File: config.mk
export PLATFORM = sky130hd
export DESIGN_NAME = link_bringup
export DESIGN_NICKNAME = d
export VERILOG_FILES = /design/src/rtl/bringup_pkg.sv /design/src/rtl/link_bringup.sv
export SDC_FILE = /design/constraint.sdc
export NUM_CORES = 1
export LEC_CHECK = 0
export BUFFER_PORTS_ARGS = -buffer_cell sky130_fd_sc_hd__buf_2
export CAP_MARGIN = 0
export CORE_UTILIZATION = 45
export DETAILED_ROUTE_END_ITERATION = 10
export SKIP_LAST_GASP = 1
export SYNTH_ARGS = -nofsm -noshare
export SYNTH_HDL_FRONTEND = slang
export SYNTH_SLANG_ARGS = --single-unit
File: constraint.sdc
create_clock -name clk_i -period 4.3 [get_ports clk_i]
set_input_delay 0.43 -clock clk_i [delete_from_list [all_inputs] [get_ports clk_i]]
set_output_delay 0.43 -clock clk_i [all_outputs]
set_load 0.01 [all_outputs]
File: src/rtl/bringup_pkg.sv
package bringup_pkg;

	// ----------------------------------------
	// Register byte offsets
	// ----------------------------------------
	localparam logic [7:0] OFS_IDENT = 8'h00;
	localparam logic [7:0] OFS_STATUS = 8'h04;
	localparam logic [7:0] OFS_SETUP_A = 8'h08;
	localparam logic [7:0] OFS_SETUP_C = 8'h0C;
	localparam logic [7:0] OFS_MASK_A = 8'h10;
	localparam logic [7:0] OFS_MASK_B = 8'h14;
	localparam logic [7:0] OFS_PHY_FLAGS = 8'h18;
	localparam logic [7:0] OFS_FSM_FLAGS = 8'h1C;
	localparam logic [7:0] OFS_SYS = 8'h20;
	localparam logic [7:0] OFS_CTRL = 8'h24;
	localparam logic [7:0] OFS_ADV = 8'h28;
	localparam logic [7:0] OFS_AN_STAT = 8'h2C;

	// ----------------------------------------
	// Field positions
	// ----------------------------------------
	localparam int STAT_RESET_COMPLETE_FLAG = 0;
	localparam int STAT_PHY_IRQ_SUMMARY = 1;
	localparam int SETUP_A_DONE = 15;
	localparam int SYS_READY = 0;
	localparam int SYS_PWRDN = 1;
	localparam int CTRL_PWRDN = 0;
	localparam int CTRL_AN_EN = 1;
	localparam int CTRL_AN_RESTART = 2;
	localparam int ADV_HI_ABL = 0;
	localparam int ADV_HI_REQ = 1;
	localparam int ADV_MASTER = 2;
	localparam int ADV_CAPABLE = 3;
	localparam int AN_DONE = 0;
	localparam int AN_LP_ABL = 1;
	localparam int AN_LP_REQ = 2;
	localparam int AN_LEVEL_HI = 3;
	localparam int PHY_FLAG_AN = 0;
	localparam int FSM_FLAG_RESET = 0;

	// ----------------------------------------
	// Reset values
	// ----------------------------------------
	localparam logic [31:0] RST_WORD = 32'h0000_0000;
	localparam logic [31:0] RST_MASK = 32'hFFFF_FFFF;

	// ----------------------------------------
	// Types
	// ----------------------------------------
	typedef enum logic [4:0] {
		ST_BOOT = 5'h01,
		ST_PWRDN = 5'h02,
		ST_NEGOTIATE = 5'h04,
		ST_LINKED = 5'h08,
		ST_FORCED = 5'h10
	} link_state_e;

	typedef struct packed {
		logic [31:0] dat;
		logic ack;
	} wb_reply_s;

	typedef struct packed {
		logic ability;
		logic request;
	} level_adv_s;

	typedef struct packed {
		link_state_e st;
		wb_reply_s wb;
		logic amp_locked;
		logic reset_complete;
		logic [31:0] setup_a;
		logic [31:0] setup_c;
		logic [31:0] mask_a;
		logic [31:0] mask_b;
		logic [7:0] phy_flags;
		logic [7:0] fsm_flags;
		logic system_ready;
		logic sw_pwrdn;
		logic an_enable;
		level_adv_s local_adv;
		logic adv_master;
		level_adv_s partner_adv;
		logic an_done;
		logic tx_high;
		logic an_active;
		logic irq_n;
	} bringup_s;

endpackage

File: src/rtl/link_bringup.sv
// What this block does
// - Strap high: no power-down, negotiate at once
// - Strap low: power-down until software release
// - Amplitude strap sets default ability advertisement
// - Role strap sets advertised role preference
// - Sampled straps load control register defaults
// - Identification register returns fixed value
// - Reset-complete flag set after reset
// - Writing one clears flag; interrupt pin goes high once no unmasked summary is pending
// - Summary bit clears when flags cleared or masked
// - Readable system-ready bit after start-up
// - Readable power-down bit, reset value from strap
// - Negotiation enabled out of reset
// - Read-only capability bit gates higher level
// - Local ability bit allowed only when capable
// - Local request bit allowed only when capable
// - Partner bits updated, valid when done
// - Lower level unless both able and requested
// - Higher level when both able, one requests
// - Amplitude strap high locks ability bit
// - Role strap low prefers slave, high master
`timescale 1ns/100ps
`default_nettype none

module link_bringup #(
	parameter logic [31:0] IDENT_VALUE = 32'h0001_2345,
	parameter bit HIGH_LEVEL_CAPABLE = 1'b1
) (
	input wire logic clk_i,
	input wire logic rst_i,
	input wire logic cyc_i,
	input wire logic stb_i,
	input wire logic we_i,
	input wire logic [7:0] adr_i,
	input wire logic [3:0] sel_i,
	input wire logic [31:0] dat_i,
	output logic [31:0] dat_o,
	output logic ack_o,
	input wire logic powerdown_after_reset_strap_i,
	input wire logic tx_amplitude_strap_i,
	input wire logic role_preference_strap_i,
	input wire logic partner_page_i,
	input wire logic partner_adv_high_ability_i,
	input wire logic partner_adv_high_request_i,
	output logic an_active_o,
	output logic tx_high_level_o,
	output logic adv_master_o,
	output logic adv_high_ability_o,
	output logic adv_high_request_o,
	output logic irq_n_o
);

	bringup_pkg::bringup_s q;
	bringup_pkg::bringup_s next_q;

	logic high_level_capable;
	logic req;
	logic wr;
	logic [31:0] wmask;
	logic phy_irq_summary;
	logic [31:0] rdata;

	assign high_level_capable = HIGH_LEVEL_CAPABLE;
	assign req = cyc_i & stb_i;
	// Writes land on the edge where the master sees ack
	assign wr = req & we_i & q.wb.ack;

	genvar b;
	generate
		for (b = 0; b < 4; b++)
		begin : g_lane
			assign wmask[8*b +: 8] = {8{sel_i[b]}};
		end
	endgenerate

	// ----------------------------------------
	// Status summary
	// ----------------------------------------
	// summary follows unmasked flags
	assign phy_irq_summary = |(q.phy_flags & ~q.mask_b[7:0]) |
		|(q.fsm_flags & ~q.mask_b[15:8]);

	// ----------------------------------------
	// Read mux
	// ----------------------------------------
	always_comb
	begin
		rdata = bringup_pkg::RST_WORD;
		case (adr_i)
			bringup_pkg::OFS_IDENT: rdata = IDENT_VALUE;
			bringup_pkg::OFS_STATUS:
			begin
				rdata[bringup_pkg::STAT_RESET_COMPLETE_FLAG] = q.reset_complete;
				rdata[bringup_pkg::STAT_PHY_IRQ_SUMMARY] = phy_irq_summary;
			end
			bringup_pkg::OFS_SETUP_A: rdata = q.setup_a;
			bringup_pkg::OFS_SETUP_C: rdata = q.setup_c;
			bringup_pkg::OFS_MASK_A: rdata = q.mask_a;
			bringup_pkg::OFS_MASK_B: rdata = q.mask_b;
			bringup_pkg::OFS_PHY_FLAGS: rdata[7:0] = q.phy_flags;
			bringup_pkg::OFS_FSM_FLAGS: rdata[7:0] = q.fsm_flags;
			bringup_pkg::OFS_SYS:
			begin
				rdata[bringup_pkg::SYS_READY] = q.system_ready;
				rdata[bringup_pkg::SYS_PWRDN] = q.sw_pwrdn;
			end
			bringup_pkg::OFS_CTRL:
			begin
				rdata[bringup_pkg::CTRL_PWRDN] = q.sw_pwrdn;
				rdata[bringup_pkg::CTRL_AN_EN] = q.an_enable;
			end
			bringup_pkg::OFS_ADV:
			begin
				rdata[bringup_pkg::ADV_HI_ABL] = q.local_adv.ability;
				rdata[bringup_pkg::ADV_HI_REQ] = q.local_adv.request;
				rdata[bringup_pkg::ADV_MASTER] = q.adv_master;
				rdata[bringup_pkg::ADV_CAPABLE] = high_level_capable;
			end
			bringup_pkg::OFS_AN_STAT:
			begin
				rdata[bringup_pkg::AN_DONE] = q.an_done;
				rdata[bringup_pkg::AN_LP_ABL] = q.partner_adv.ability;
				rdata[bringup_pkg::AN_LP_REQ] = q.partner_adv.request;
				rdata[bringup_pkg::AN_LEVEL_HI] = q.tx_high;
			end
			default: rdata = bringup_pkg::RST_WORD;
		endcase
	end

	// ----------------------------------------
	// Next state
	// ----------------------------------------
	always_comb
	begin
		logic restart;
		logic resolved_high;
		restart = 1'b0;
		resolved_high = 1'b0;
		next_q = q;

		// Unmapped addresses still ack and read zero
		next_q.wb.ack = req & ~q.wb.ack;
		// Data only beside ack, so the bus reads zero between answers
		next_q.wb.dat = (req & ~q.wb.ack) ? rdata : bringup_pkg::RST_WORD;

		// Register writes
		if (wr)
		begin
			case (adr_i)
				bringup_pkg::OFS_STATUS:
				begin
					if (sel_i[0] & dat_i[bringup_pkg::STAT_RESET_COMPLETE_FLAG])
					begin
						next_q.reset_complete = 1'b0;
					end
				end
				// host setup order lands here; done bit is plain storage
				bringup_pkg::OFS_SETUP_A:
				begin
					next_q.setup_a = (q.setup_a & ~wmask) | (dat_i & wmask);
				end
				bringup_pkg::OFS_SETUP_C:
				begin
					next_q.setup_c = (q.setup_c & ~wmask) | (dat_i & wmask);
				end
				bringup_pkg::OFS_MASK_A:
				begin
					next_q.mask_a = (q.mask_a & ~wmask) | (dat_i & wmask);
				end
				bringup_pkg::OFS_MASK_B:
				begin
					next_q.mask_b = (q.mask_b & ~wmask) | (dat_i & wmask);
				end
				bringup_pkg::OFS_PHY_FLAGS:
				begin
					next_q.phy_flags = q.phy_flags & ~(dat_i[7:0] & wmask[7:0]);
				end
				bringup_pkg::OFS_FSM_FLAGS:
				begin
					next_q.fsm_flags = q.fsm_flags & ~(dat_i[7:0] & wmask[7:0]);
				end
				bringup_pkg::OFS_CTRL:
				begin
					if (sel_i[0])
					begin
						next_q.sw_pwrdn = dat_i[bringup_pkg::CTRL_PWRDN];
						next_q.an_enable = dat_i[bringup_pkg::CTRL_AN_EN];
						restart = dat_i[bringup_pkg::CTRL_AN_RESTART];
					end
				end
				bringup_pkg::OFS_ADV:
				begin
					if (sel_i[0])
					begin
						if (!q.amp_locked)
						begin
							next_q.local_adv.ability = dat_i[bringup_pkg::ADV_HI_ABL] &
								high_level_capable;
						end
						next_q.local_adv.request = dat_i[bringup_pkg::ADV_HI_REQ] &
							high_level_capable;
						next_q.adv_master = dat_i[bringup_pkg::ADV_MASTER];
					end
				end
				default:
				begin
				end
			endcase
		end

		// lower unless both able and one requests
		// higher when both able and one requests
		resolved_high = q.local_adv.ability & q.partner_adv.ability &
			(q.local_adv.request | q.partner_adv.request);

		next_q.an_active = 1'b0;
		next_q.tx_high = 1'b0;

		case (q.st)
			bringup_pkg::ST_BOOT:
			begin
				// straps load control defaults after release
				next_q.amp_locked = tx_amplitude_strap_i;
				next_q.local_adv.ability = ~tx_amplitude_strap_i & high_level_capable;
				next_q.local_adv.request = 1'b0;
				next_q.adv_master = role_preference_strap_i;
				next_q.sw_pwrdn = ~powerdown_after_reset_strap_i;
				next_q.reset_complete = 1'b1;
				next_q.fsm_flags[bringup_pkg::FSM_FLAG_RESET] = 1'b1;
				next_q.system_ready = 1'b1;
				if (powerdown_after_reset_strap_i)
				begin
					next_q.st = bringup_pkg::ST_NEGOTIATE;
					next_q.an_active = 1'b1;
				end
				else
				begin
					next_q.st = bringup_pkg::ST_PWRDN;
				end
			end
			bringup_pkg::ST_PWRDN:
			begin
				if (!next_q.sw_pwrdn)
				begin
					next_q.st = next_q.an_enable ? bringup_pkg::ST_NEGOTIATE :
						bringup_pkg::ST_FORCED;
					next_q.an_active = next_q.an_enable;
				end
			end
			bringup_pkg::ST_NEGOTIATE:
			begin
				next_q.an_active = 1'b1;
				if (next_q.sw_pwrdn)
				begin
					next_q.st = bringup_pkg::ST_PWRDN;
					next_q.an_active = 1'b0;
				end
				else if (!next_q.an_enable)
				begin
					next_q.st = bringup_pkg::ST_FORCED;
					next_q.an_active = 1'b0;
				end
				else if (partner_page_i)
				begin
					next_q.partner_adv.ability = partner_adv_high_ability_i;
					next_q.partner_adv.request = partner_adv_high_request_i;
					next_q.an_done = 1'b1;
					next_q.phy_flags[bringup_pkg::PHY_FLAG_AN] = 1'b1;
					next_q.st = bringup_pkg::ST_LINKED;
					next_q.an_active = 1'b0;
				end
			end
			bringup_pkg::ST_LINKED:
			begin
				next_q.tx_high = resolved_high;
				if (next_q.sw_pwrdn)
				begin
					next_q.st = bringup_pkg::ST_PWRDN;
					next_q.tx_high = 1'b0;
				end
				else if (!next_q.an_enable)
				begin
					next_q.st = bringup_pkg::ST_FORCED;
					next_q.tx_high = 1'b0;
				end
				else if (restart)
				begin
					next_q.st = bringup_pkg::ST_NEGOTIATE;
					next_q.an_active = 1'b1;
					next_q.tx_high = 1'b0;
				end
			end
			bringup_pkg::ST_FORCED:
			begin
				if (next_q.sw_pwrdn)
				begin
					next_q.st = bringup_pkg::ST_PWRDN;
				end
				else if (next_q.an_enable)
				begin
					next_q.st = bringup_pkg::ST_NEGOTIATE;
					next_q.an_active = 1'b1;
				end
			end
			default:
			begin
				next_q.st = bringup_pkg::ST_BOOT;
			end
		endcase

		// partner bits meaningless once negotiation leaves done
		if (next_q.st != bringup_pkg::ST_LINKED)
		begin
			next_q.an_done = 1'b0;
		end

		// Pin is low while an unmasked event is pending
		// clearing the flag lets the pin return high
		next_q.irq_n = ~((next_q.reset_complete & ~next_q.mask_a[bringup_pkg::STAT_RESET_COMPLETE_FLAG]) |
			(phy_irq_summary & ~next_q.mask_a[bringup_pkg::STAT_PHY_IRQ_SUMMARY]));
	end

	// ----------------------------------------
	// State register
	// ----------------------------------------
	always_ff @(posedge clk_i)
	begin
		if (rst_i)
		begin
			q <= '0;
			q.st <= bringup_pkg::ST_BOOT;
			q.mask_a <= bringup_pkg::RST_MASK;
			q.mask_b <= bringup_pkg::RST_MASK;
			q.an_enable <= 1'b1;
			q.sw_pwrdn <= 1'b1;
			q.irq_n <= 1'b1;
		end
		else
		begin
			q <= next_q;
		end
	end

	assign dat_o = q.wb.dat;
	assign ack_o = q.wb.ack;
	assign an_active_o = q.an_active;
	assign tx_high_level_o = q.tx_high;
	assign adv_master_o = q.adv_master;
	assign adv_high_ability_o = q.local_adv.ability;
	assign adv_high_request_o = q.local_adv.request;
	assign irq_n_o = q.irq_n;

endmodule

`default_nettype wire

==> results.md <==
| Group | Parameter | Value |
| --- | --- | --- |
| timing | Min Tclk post-route | 2.56 ns |
| clocking | Clock Sinks | 196 |
| timing | Smallest hold slack | 0.215 ns |
| grt | Aggregate global-route resource usage | 25.6% |
| finish | # nets final | 1141 |
| floorplanning | Die X-Extent | 141 um |
| timing | Number of endpoints with negative hold slack in the final report | 0 |
| power and ir drop | Leakage power | 3.89 nW |
| grt | Vias in the first global route | 7024 |
| finish | Ratio of cells with drive above 1 in the final layout | 14.8% |
| clocking | H-tree levels | 4 |
| synth | Synth area leader | sky130_fd_sc_hd__dfxtp_1 |
| clocking | Clock Latency Late Sink | 0.45 ns |
| synth | Proportion of netlist area held by the largest area contributor | 44.9% |
| detailed routing | Drt wl/cell | 18.3 um |
| floorplanning | Height of the die | 141 um |
| floorplanning | Die area | 20000 um2 |
| floorplanning | Floorplan Core Area | 18800 um2 |
| power and ir drop | Areal power density over the cells | 391 nW/um2 |
| grt | GR Layer Usage met1 | 36.0% |
| detailed routing | Iteration-0 DRC count of the detailed router | 604 |
| placed design | Final HPWL DP | 16400 um |
| status | Outcome | completed |
| timing | RSZ-0062 raised after global routing | false |
| grt | Global-route layer with the greatest usage | met2 |
| clocking | Cell at the root of the clock tree | sky130_fd_sc_hd__clkbuf_16 |
| finish | Antenna cell count | 0 |
| floorplanning | Initial Utilization | 46.4% |
| synth | Most numerous cell types in the synthesized netlist | 238 x sky130_fd_sc_hd__nand2_1, 196 x sky130_fd_sc_hd__dfxtp_1, 130 x sky130_fd_sc_hd__nand3_1 |
| worst hold path | Hold Crit Class | in -> reg |
| detailed routing | 1st-pass router iterations | 5 |
| timing | Final-layout setup total negative slack | 0 ns |
| timing | Fmax | 391 MHz |
| synth | Post-synthesis sequential element count | 196 |
| setup path | Data arrival time of the critical path | 2.83 ns |
| floorplanning | Number of placed I/O pins | 94 |
| detailed routing | Final wirelength | 24900 um |
| setup path | Critical Setup Path Class | in -> reg |
| synth | Yosys synthesis warning count | 0 |
| synth | Syn nets | 1113 |
| finish | Post-synthesis to final-layout area growth | 11.4% |
| detailed routing | Routed vias/inst | 5.60 |
| synth | Mapped cell area | 8730 um2 |
| timing | Final worst slack | 1.74 ns |
| grt | Pin count of the biggest net entering global routing | 76 |
| clocking | PostCTS Resize Cnt | 0 |
| clocking | # Post-CTS Setup Buffers | 0 |
| clocking | CTS Hold Bufs | 0 |
| grt | Congestion Overflow GR | 0 |
| timing | Max-slew violations | 0 |
| synth | Cell types with the largest area share after synthesis | sky130_fd_sc_hd__dfxtp_1 45%, sky130_fd_sc_hd__nand2_1 10%, sky130_fd_sc_hd__nand3_1 7.5%, sky130_fd_sc_hd__mux2i_1 6.0%, sky130_fd_sc_hd__a21oi_1 4.9% |
| synth | Post-synth EDFFs | 0 |
| synth | Main synth FF type | sky130_fd_sc_hd__dfxtp_1 |
| detailed routing | Vias | 7604 |
| detailed routing | DRC violations left | 0 |
| synth | Count leader, synth | sky130_fd_sc_hd__nand2_1 |
| placed design | Setup slack after placement | 1.29 ns |
| floorplanning | Number of rows created at floorplan | 50 |
| setup path | Critical path endpoint category | flip-flop |
| setup path | Launching element type of the critical path | input pin |
| placed design | Final weighted congestion in routability-driven placement | 0.886 |
| synth | Syn Area/Cell | 8.25 um2 |
| synth | Share of synthesized area occupied by flip-flops and latches | 44.9% |
| power and ir drop | Max VDD drop | 0.000285 V |
| timing | Worst Max-Slew Pin Slew | 1.14 ns |
| clocking | Clock transition at the registers of the reported paths | 0.08 ns |
| setup path | Worst-path fanout max | 65 |
| grt | Met2 track demand over resource in global routing | 39.1% |
| clocking | CTS tree | built |
| grt | Initial antenna violation count | 0 |
| clocking | Buffers from clock root to sink, at most | 2 |
| setup path | Data required time at the worst endpoint | 4.57 ns |
| timing | Relative slew slack | 23.9% |
| timing | Final-report setup violation count | 0 |
| detailed routing | Final antenna-violating net count | 0 |
| job | Number of maximum-capacitance violations | 0 |
| placed design | Count of port buffers added during placement | 93 |
| synth | Number of library cell types mapped by synthesis | 61 |
| synth | Count of mapped cells out of synthesis | 1058 |
| timing | Tcrit/Tclk final | 59.5% |
| timing | Setup clock skew after layout | 0.00974 ns |
| synth | Post-synthesis async set-or-reset flop share | 0% |
| clocking | Number of buffers created by CTS | 17 |
| grt | First-pass GRT wire length | 39200 um |
| grt | Global routing usage on met3 | 4.79% |
-- metrics by stage --
stage          utilization (%)  instance area, um2  total power (W)  cells
3_5_place_dp              48.5                9130          0.00219   1327
4_1_cts                   51.6                9730          0.00382   1359
3_3_place_gp              48.5                9130          0.00219   1327
5_1_grt                   51.6                9730          0.00392   1359
2_1_floorplan                -                8730          0.00208   1058
6_report                  51.6                9730          0.00380   1359
-- placed cells by master, fill, tap and decap left out, types with 7 or more instances in the layout --
| cell type | synthesis | final |
|---|---|---|
| sky130_fd_sc_hd__buf_4 | 33 | 20 |
| sky130_fd_sc_hd__buf_2 | 21 | 92 |
| sky130_fd_sc_hd__a21oi_1 | 85 | 85 |
| sky130_fd_sc_hd__clkbuf_16 | 0 | 17 |
| sky130_fd_sc_hd__a22oi_1 | 16 | 16 |
| sky130_fd_sc_hd__mux2i_1 | 52 | 52 |
| sky130_fd_sc_hd__inv_1 | 11 | 10 |
| sky130_fd_sc_hd__o22a_1 | 19 | 19 |
| sky130_fd_sc_hd__nor2b_1 | 15 | 15 |
| sky130_fd_sc_hd__o21ai_0 | 11 | 11 |
| sky130_fd_sc_hd__and3_1 | 18 | 18 |
| sky130_fd_sc_hd__o211ai_1 | 8 | 8 |
| sky130_fd_sc_hd__nor3_1 | 7 | 7 |
| sky130_fd_sc_hd__nor2_1 | 51 | 51 |
| sky130_fd_sc_hd__dfxtp_1 | 196 | 196 |
| sky130_fd_sc_hd__nand3_1 | 130 | 130 |
| sky130_fd_sc_hd__and2_1 | 13 | 13 |
| sky130_fd_sc_hd__a31oi_1 | 7 | 7 |
| sky130_fd_sc_hd__nand2_1 | 238 | 238 |
-- critical path, stage by stage --
cell and delay [ns]:
sky130_fd_sc_hd__buf_4 0.37, sky130_fd_sc_hd__nor4_2 0.68, sky130_fd_sc_hd__and2_1 0.66, sky130_fd_sc_hd__nand2_1 0.39, sky130_fd_sc_hd__nand2_1 0.17, sky130_fd_sc_hd__nand3_1 0.08
-- routing by layer --
| layer | wire, um | vias up |
|---|---|---|
| met1 | 11600 | 3594 |
| met4 | 518 | 0 |
| met5 | 0 | - |
| met3 | 1600 | 37 |
| li1 | - | 3702 |
| met2 | 11200 | 271 |
-- kinds of logic after synthesis --
| kind of cell | Yosys count | synth area share (%) |
|---|---|---|
| compound gates | 181 | 13.6 |
| buf+inv | 114 | 6.62 |
| simple gates | 507 | 27.6 |
| mux | 58 | 7.02 |
| xor+xnor | 2 | 0.201 |
| flops | 196 | 44.9 |
-- report_power, final --
part / internal, W / switching [W] / total, W
combinational: 0.000102 / 0.000178 / 0.000280
clock: 0.000875 / 0.000778 / 0.00165
sequential: 0.00184 / 0.0000294 / 0.00187
-- final timing paths --
check	startpoint	endpoint	slack (ns)	cells after the start
setup / recovery	adr_i[2]	flip-flop	1.74	6
hold / removal	partner_adv_high_ability_i	q[5]	0.22	3
setup reg to reg	ack_o	flip-flop	1.78	5
hold reg to reg	flip-flop	flip-flop	0.46	2
-- area by class of cell --
cell class              count  area (um2)
fillers                  1851        9100
multi-input cells         748        4230
flip-flops and latches    196        3920
repair buffers            112         611
clock buffers              17         425
well taps                 260         325
clock inverters            15         171
inverters                  11        41.3
(Power assumes the default switching activity.)
